--- src/core/rsled_pkg.sv ---
// Package for the router status LED driver: register map, colour codes, field layout and timing.
// Assumes a 20 MHz system clock and a 32-bit Avalon-MM register bus with byte addresses.
package rsled_pkg;

	localparam int CLK_HZ = 20000000;
	// Half period of every blink, in milliseconds; equal on and off time.
	localparam int BLINK_HALF_MS = 250;
	localparam int BLINK_HALF_CYC = (CLK_HZ / 1000) * BLINK_HALF_MS;

	localparam int FE_PORTS_MAX = 6;
	localparam int SER_PORTS = 2;
	localparam int ADDR_W = 4;

	// Register byte offsets.
	localparam logic [ADDR_W-1:0] REG_CTRL = 4'h0;
	localparam logic [ADDR_W-1:0] REG_METRIC = 4'h4;
	localparam logic [ADDR_W-1:0] REG_STATUS = 4'h8;
	localparam logic [ADDR_W-1:0] REG_THRESH = 4'hc;

	// CTRL fields.
	localparam int CTRL_BARS_LSB = 0;
	localparam int CTRL_NET_LSB = 4;
	localparam int CTRL_CELL_EN_BIT = 6;
	localparam int CTRL_AUTO_BIT = 7;
	localparam logic [31:0] CTRL_RESET = 32'h0000_0080;

	// METRIC fields: three modem reports, each a magnitude in dB below 0 dBm.
	localparam int MET_RSRP_LSB = 0;
	localparam int MET_RSCP_LSB = 8;
	localparam int MET_RSSI_LSB = 16;

	// THRESH: step between bars, and the magnitude at which five bars are reached.
	localparam logic [31:0] THRESH_RESET = 32'h0000_0a50;

	typedef enum logic [1:0] {RSLED_NET_NONE, RSLED_NET_LTE, RSLED_NET_3G} rsled_net_type;

	typedef enum logic [1:0] {RSLED_OFF, RSLED_GREEN, RSLED_YELLOW} rsled_colour_type;

	typedef struct packed {
		logic [7:0] rsrp;
		logic [7:0] rscp;
		logic [7:0] rssi;
	} rsled_metric_type;

	typedef struct packed {
		rsled_colour_type left;
		rsled_colour_type middle;
		rsled_colour_type right;
	} rsled_strength_type;

endpackage : rsled_pkg

--- src/core/rsled_bars.sv ---
// Signal bar estimator: maps modem power reports to a bar count of 0 to 5.
// Assumes reports are magnitudes in dB below 0 dBm; smaller is stronger.
`timescale 1ns/1ps
`default_nettype none
module rsled_bars
	import rsled_pkg::*;
(
	input wire rsled_metric_type metric, // Modem reports.
	input wire rsled_net_type net, // Attached network.
	input wire logic [7:0] best, // Magnitude that gives five bars.
	input wire logic [7:0] step, // Magnitude step between bars.
	output logic [2:0] bars // Derived bar count.
);
	function automatic logic [2:0] grade(input logic [7:0] mag, input logic [7:0] b, input logic [7:0] s);
		logic [10:0] lim;
		logic [2:0] n;
		lim = {3'h0, b};
		n = 3'h5;
		for (int i = 0; i < 5; i++) begin
			if (n == 3'(5 - i) && {3'h0, mag} > lim) begin
				n = 3'(4 - i);
			end
			lim = lim + {3'h0, s};
		end
		return n;
	endfunction

	logic [2:0] g_rscp;
	logic [2:0] g_rssi;

	always_comb begin
		g_rscp = grade(metric.rscp, best, step);
		g_rssi = grade(metric.rssi, best, step);
		case (net)
			RSLED_NET_LTE: bars = grade(metric.rsrp, best, step);
			// A 3G link is only as good as the weaker of its two reports.
			RSLED_NET_3G: bars = (g_rscp < g_rssi) ? g_rscp : g_rssi;
			default: bars = 3'h0;
		endcase
	end

endmodule : rsled_bars
`default_nettype wire

--- src/core/rsled_blink.sv ---
// Shared blink divider: a square wave with equal on and off time.
// Assumes one clock domain; the half period counts whole clock cycles.
`timescale 1ns/1ps
`default_nettype none
module rsled_blink
	import rsled_pkg::*;
#(
	parameter int HALF_CYC = BLINK_HALF_CYC
) (
	input wire logic clk_sys, // System clock.
	input wire logic rstn, // Asynchronous reset, active low.
	output logic blink // Blink phase, high in the lit half.
);
	localparam int CW = $clog2(HALF_CYC + 1);

	logic [CW-1:0] cnt_q;

	if (HALF_CYC < 1) begin : g_half_check
		$error("HALF_CYC must be at least one");
	end

	always_ff @(posedge clk_sys or negedge rstn) begin
		if (!rstn) begin
			cnt_q <= '0;
			blink <= 1'b0;
		end else if (cnt_q == CW'(HALF_CYC - 1)) begin
			cnt_q <= '0;
			blink <= ~blink;
		end else begin
			cnt_q <= cnt_q + 1'b1;
		end
	end

endmodule : rsled_blink
`default_nettype wire

--- src/core/rsled_top.sv ---
// Router front-panel status LED driver: signal strength, serial and Fast Ethernet LEDs.
// Assumes an Avalon-MM master on the register bus and port status flags synchronous to clk_sys.
//
// The Avalon-MM register port and the register offsets are this design's own decisions.
`timescale 1ns/1ps
`default_nettype none
module rsled_top
	import rsled_pkg::*;
#(
	parameter int FE_PORTS = FE_PORTS_MAX,
	parameter int BLINK_HALF = BLINK_HALF_CYC
) (
	input wire logic clk_sys, // System clock, 20 MHz.
	input wire logic rstn, // Asynchronous reset, active low.
	input wire logic [ADDR_W-1:0] avs_address, // Register byte address.
	input wire logic avs_read, // Read request.
	input wire logic avs_write, // Write request.
	input wire logic [31:0] avs_writedata, // Write data.
	input wire logic [3:0] avs_byteenable, // Write byte lanes.
	output logic [31:0] avs_readdata, // Read data.
	output logic avs_waitrequest, // Stall, high until the access is served.
	input wire logic [SER_PORTS-1:0] ser_active, // Serial port active.
	input wire logic [SER_PORTS-1:0] ser_loopback, // Serial port in loopback.
	input wire logic [FE_PORTS-1:0] fe_link_up, // Ethernet link operationally up.
	input wire logic [FE_PORTS-1:0] fe_activity, // Ethernet receiving or transmitting.
	output rsled_strength_type strength_led_q, // Three strength LED colours.
	output logic [SER_PORTS-1:0] ser_state_green_q, // Serial state LED green.
	output logic [SER_PORTS-1:0] ser_loop_yellow_q, // Serial loopback LED yellow.
	output logic [FE_PORTS-1:0] fe_link_green_q, // Ethernet link LED green.
	output logic [FE_PORTS-1:0] fe_act_yellow_q // Ethernet activity LED yellow.
);
	// The alarms and console ports have no indicator outputs at all.

	if (FE_PORTS != 3 && FE_PORTS != FE_PORTS_MAX) begin : g_ports_check
		$error("FE_PORTS must be 3 or 6");
	end

	logic [31:0] ctrl_q;
	logic [31:0] metric_q;
	logic [31:0] thresh_q;
	logic served_q;
	logic blink;
	logic [2:0] auto_bars;
	logic [2:0] bars;
	rsled_net_type net;
	rsled_strength_type strength_d;
	rsled_metric_type metric;

	// One wait state: the access is served on the second cycle it is held.
	// Holding waitrequest high by default keeps the slave simple and timing-safe.
	// Waitrequest has its own flop, always the inverse of served_q, so the pin has no gate after it.
	always_ff @(posedge clk_sys or negedge rstn) begin
		if (!rstn) begin
			served_q <= 1'b0;
			avs_waitrequest <= 1'b1;
		end else begin
			served_q <= (avs_read || avs_write) && !served_q;
			avs_waitrequest <= !((avs_read || avs_write) && !served_q);
		end
	end

	function automatic logic [31:0] merge(input logic [31:0] old, input logic [31:0] wd, input logic [3:0] be);
		logic [31:0] r;
		r = old;
		for (int i = 0; i < 4; i++) begin
			if (be[i]) begin
				r[i*8 +: 8] = wd[i*8 +: 8];
			end
		end
		return r;
	endfunction

	always_ff @(posedge clk_sys or negedge rstn) begin
		if (!rstn) begin
			ctrl_q <= CTRL_RESET;
			metric_q <= 32'h0;
			thresh_q <= THRESH_RESET;
		end else if (avs_write && served_q) begin
			case (avs_address)
				REG_CTRL: ctrl_q <= merge(ctrl_q, avs_writedata, avs_byteenable) & 32'h0000_00ff;
				REG_METRIC: metric_q <= merge(metric_q, avs_writedata, avs_byteenable) & 32'h00ff_ffff;
				REG_THRESH: thresh_q <= merge(thresh_q, avs_writedata, avs_byteenable) & 32'h0000_ffff;
				default: ;
			endcase
		end
	end

	always_ff @(posedge clk_sys or negedge rstn) begin
		if (!rstn) begin
			avs_readdata <= 32'h0;
		end else if (avs_read && !served_q) begin
			case (avs_address)
				REG_CTRL: avs_readdata <= ctrl_q;
				REG_METRIC: avs_readdata <= metric_q;
				REG_STATUS: avs_readdata <= {21'h0, bars, 2'h0, strength_led_q};
				REG_THRESH: avs_readdata <= thresh_q;
				default: avs_readdata <= 32'h0;
			endcase
		end
	end

	always_comb begin
		metric.rsrp = metric_q[MET_RSRP_LSB +: 8];
		metric.rscp = metric_q[MET_RSCP_LSB +: 8];
		metric.rssi = metric_q[MET_RSSI_LSB +: 8];
		case (ctrl_q[CTRL_NET_LSB +: 2])
			2'h1: net = RSLED_NET_LTE;
			2'h2: net = RSLED_NET_3G;
			default: net = RSLED_NET_NONE;
		endcase
	end

	rsled_bars u_bars (
		.metric(metric),
		.net(net),
		.best(thresh_q[7:0]),
		.step(thresh_q[15:8]),
		.bars(auto_bars)
	);

	rsled_blink #(
		.HALF_CYC(BLINK_HALF)
	) u_blink (
		.clk_sys(clk_sys),
		.rstn(rstn),
		.blink(blink)
	);

	always_comb begin
		if (ctrl_q[CTRL_AUTO_BIT]) begin
			bars = auto_bars;
		end else if (ctrl_q[CTRL_BARS_LSB +: 3] > 3'h5) begin
			bars = 3'h5;
		end else begin
			bars = ctrl_q[CTRL_BARS_LSB +: 3];
		end
		case (bars)
			3'h5: strength_d = '{RSLED_GREEN, RSLED_GREEN, RSLED_GREEN};
			3'h4: strength_d = '{RSLED_GREEN, RSLED_GREEN, RSLED_YELLOW};
			3'h3: strength_d = '{RSLED_GREEN, RSLED_GREEN, RSLED_OFF};
			3'h2: strength_d = '{RSLED_GREEN, RSLED_YELLOW, RSLED_OFF};
			3'h1: strength_d = '{RSLED_GREEN, RSLED_OFF, RSLED_OFF};
			default: begin
				if (ctrl_q[CTRL_CELL_EN_BIT]) begin
					strength_d = '{RSLED_YELLOW, RSLED_OFF, RSLED_OFF};
				end else begin
					strength_d = '{RSLED_OFF, RSLED_OFF, RSLED_OFF};
				end
			end
		endcase
	end

	always_ff @(posedge clk_sys or negedge rstn) begin
		if (!rstn) begin
			strength_led_q <= '{RSLED_OFF, RSLED_OFF, RSLED_OFF};
		end else begin
			strength_led_q <= strength_d;
		end
	end

	// A port in loopback never shows green, even if it also reports active.
	always_ff @(posedge clk_sys or negedge rstn) begin
		if (!rstn) begin
			ser_state_green_q <= '0;
			ser_loop_yellow_q <= '0;
		end else begin
			ser_state_green_q <= ser_active & ~ser_loopback;
			ser_loop_yellow_q <= ser_loopback & {SER_PORTS{blink}};
		end
	end

	always_ff @(posedge clk_sys or negedge rstn) begin
		if (!rstn) begin
			fe_link_green_q <= '0;
			fe_act_yellow_q <= '0;
		end else begin
			fe_link_green_q <= fe_link_up;
			fe_act_yellow_q <= fe_activity & {FE_PORTS{blink}};
		end
	end

endmodule : rsled_top
`default_nettype wire
--- config.mk ---
export PLATFORM = sky130hd
export DESIGN_NAME = rsled_top
export DESIGN_NICKNAME = d
export VERILOG_FILES = /design/src/core/rsled_pkg.sv /design/src/core/rsled_bars.sv /design/src/core/rsled_blink.sv /design/src/core/rsled_top.sv
export SDC_FILE = /design/constraint.sdc
export NUM_CORES = 1
export LEC_CHECK = 0
export BUFFER_PORTS_ARGS = -buffer_cell sky130_fd_sc_hd__buf_2
export CAP_MARGIN = 30
export CORE_MARGIN = 5
export CORE_UTILIZATION = 30
export DETAILED_ROUTE_END_ITERATION = 10
export PLACE_DENSITY = 0.57
export SLEW_MARGIN = 5
export SYNTH_ARGS = -nofsm -noshare
export SYNTH_HDL_FRONTEND = slang
export SYNTH_SLANG_ARGS = --single-unit
--- constraint.sdc ---
create_clock -name clk_sys -period 19.19 [get_ports clk_sys]
set_input_delay 3.838 -clock clk_sys [delete_from_list [all_inputs] [get_ports clk_sys]]
set_output_delay 3.838 -clock clk_sys [all_outputs]
set_load 0.05 [all_outputs]
==> run metrics <==
outcome=completed; FFs w/ async S/R, synth=100%; peak supply drop=0.0901 mV; vias in the first global route=7774; slew margin rel.=34.8%; setup_tns=0 ps; Min-Delay Path Class=flop to flop; Placed Cells=1459; initial drt markers=559; grt total ovfl=0; Logic pwr share=68.4%; Via Count=7963; leakage power=5.35 nW; number of buffers added for setup after CTS=0; post-route ant nets=0; CTS clk-pin slew, worst paths=60 ps; first-pass GRT wire length=44400 µm; register area share after synthesis=32.3%; Die Y=186 µm; DRC viols=0; Die X=186 µm; final antenna diode count=0; Routed Wire Length=28300 µm; Clock Skews=11.0 ps; initial antenna violation count=0; most common cell after layout, fill and taps aside=ha_1; row count=64; hpwl dp=22000 µm; RSZ-0062 raised after global routing=false; CP endpoint kind=flop; Root Buffer=clkbuf_16; Slowest-stage cell, CP=dfrtp_1; startpoint types=flop; Synth Flop Type=dfrtp_1; Initial Util=30.4%; Hold Vio Cnt, Final=0; drt pass-1 iters=5; H-tree levels=4; RePlAce Congestion=0.939; Reg power frac=15.4%; global-route usage over all layers=16.0%; commonest non-fill, non-tap cells in the layout=ha_1 (152), dfrtp_1 (114), buf_2 (96); min cycle time layout=8460 ps; Max-Cap Viols=0; clock share of power=16.1%; net switching power=1.02 mW; Longest Clk Path Bufs=2; wire per inst=19.0 µm; final setup violating endpoints=0; CTS tree=done; Max Fanout on Critical Path=7; Critical Path RT=19490 ps; Final Non-Filler Cells=1492; Tcrit/Tclk final=44.1%; TritonCTS buffer count=17; max-slew violations=0; warning count from the yosys run=0; Pint=1.05 mW; Clk Latency, worst-skew pair=420 ps; Hold Crit Depth=2; synthesized cell area=0.00933 mm²; FMAX=118 MHz; EDFF count, synth=0; number of buffers added on ports=97; PwrDens=189 mW/mm²; slowest stage delay, CP=470 ps; clk sinks=120; Mapped Avg Cell Area=9.59 µm²; number of vias per cell=5.34; Sw Ratio=49.3%; share of cells above drive strength 1=18.2%; largest net degree at the start of global routing=73; WS Path Type=flop to flop; area delta synth->final=17.2%; core area=0.0307 mm²; Post-Syn Instances=973; worst slew pin tran=974 ps; Nets=1299; Yosys cell types=76; R2R cell count=31; Top Ports=115; die area=0.0347 mm²; PostCTS Resize Cnt=0; synthesis-stage register bit count=120; crit path DAT=8760 ps; quantity of hold-fixing buffers added after cts=0
## cell families (layout without fill, tap and decap cells)
| family | count (synthesis) | count (layout) | synth area share [%] |
|---|---|---|---|
| and+or+nand+nor | 279 | 279 | 15.2 |
| AOI/OAI and AO/OA | 260 | 260 | 19.1 |
| adders and majority gates | 156 | 156 | 21.2 |
| DFF | 120 | 120 | 32.3 |
| buffers and inverters | 75 | 191 | 3.34 |
| xor gates and xnor gates | 43 | 43 | 4.12 |
| muxes | 39 | 39 | 4.75 |
| other | 1 | 8 | 0.0402 |
## synthesized netlist by cell type, types with 10 or more instances
cell type | instances | area share, %
ha_1 | 152 | 20
dfrtp_1 | 114 | 31
nand2_1 | 86 | 3.5
o21ai_0 | 80 | 4.3
inv_1 | 54 | 2.2
nor2_1 | 48 | 1.9
a21oi_1 | 47 | 2.5
mux2_2 | 34 | 4.1
nand4_1 | 30 | 2.0
nor2b_1 | 23 | 1.5
xnor2_1 | 23 | 2.2
nand3_1 | 19 | 1.0
o21a_1 | 19 | 1.5
xor2_1 | 19 | 1.8
a21o_1 | 14 | 1.1
and2_1 | 12 | 0.80
nor3_1 | 12 | 0.64
clkbuf_1 | 11 | 0.44
and3_1 | 10 | 0.67
o21bai_1 | 10 | 0.80
## routing by layer
metal  up-vias  wire length (µm)  global-route usage [%]
met3        47              1580                    3.64
met1      3870             12900                    21.2
met5         -                 0                       0
met2       216             13200                    26.2
li1       3830                 -                       -
met4         0               603                    4.57
## through the flow
stage / area, µm² / power, mW / util, % / worst slack (ps) / hold WS (ps)
2_1_floorplan: 9360 / 1.34 / - / 12310 / 452
3_3_place_gp: 10300 / 1.69 / 33.5 / 10980 / 458
3_5_place_dp: 10300 / 1.71 / 33.6 / 10890 / 466
4_1_cts: 10900 / 2.06 / 35.6 / 10840 / 479
5_1_grt: 10900 / 2.26 / 35.7 / 10380 / 508
6_report: 10900 / 2.07 / 35.7 / 10730 / 475
## area by class of cell
type	count	area, µm²
fillers	3077	19700
multi-input cells	785	6050
flip-flops and latches	120	3010
repair buffers	105	568
well taps	396	495
clock buffers	21	470
inverters	54	203
clock inverters	11	145
## power groups by stage
stage / combinational [mW] / clock (mW) / sequential, mW
after floorplan: 1.02 / 0 / 0.323
after global placement: 1.36 / 0 / 0.322
after detailed placement: 1.38 / 0 / 0.322
after CTS: 1.40 / 0.341 / 0.318
after global routing: 1.58 / 0.354 / 0.321
final: 1.42 / 0.334 / 0.319
## sequential cells by signal, indices dropped and copies added, names as in the netlist
register           flops
avs_readdata          24
metric_q              24
u_blink.cnt_q         23
thresh_q              16
ctrl_q                 8
fe_act_yellow_q        6
fe_link_green_q        6
strength_led_q         6
ser_loop_yellow_q      2
ser_state_green_q      2
avs_waitrequest        1
served_q               1
u_blink.blink          1
## path summary, 6_finish.rpt
check,from,to,slack (ps)
setup / recovery,thresh_q[0]$_DFFE_PN0P_,strength_led_q[2]$_DFF_PN0_,10730
hold / removal,avs_readdata[22]$_DFFE_PN0P_,avs_readdata[22]$_DFFE_PN0P_,470
setup reg to reg,thresh_q[0]$_DFFE_PN0P_,strength_led_q[2]$_DFF_PN0_,10730
hold reg to reg,avs_readdata[22]$_DFFE_PN0P_,avs_readdata[22]$_DFFE_PN0P_,470
max in group asynchronous,rstn,avs_waitrequest$_DFF_PN1_,14760
min in group asynchronous,rstn,u_blink.cnt_q[13]$_DFF_PN0_,3420
## critical path: cells and delay by family, from the launching register on
family                   cells  cell delay [ps]
adder cells (fa/ha/maj)      6             2070
AO/OA/AOI/OAI               17             3720
multiplexers                 1              340
XOR/XNOR                     2              520
buffers and inverters        1              190
flip-flops                   1              470
AND/OR/NAND/NOR              4             1020
(Power assumes the default switching activity.)
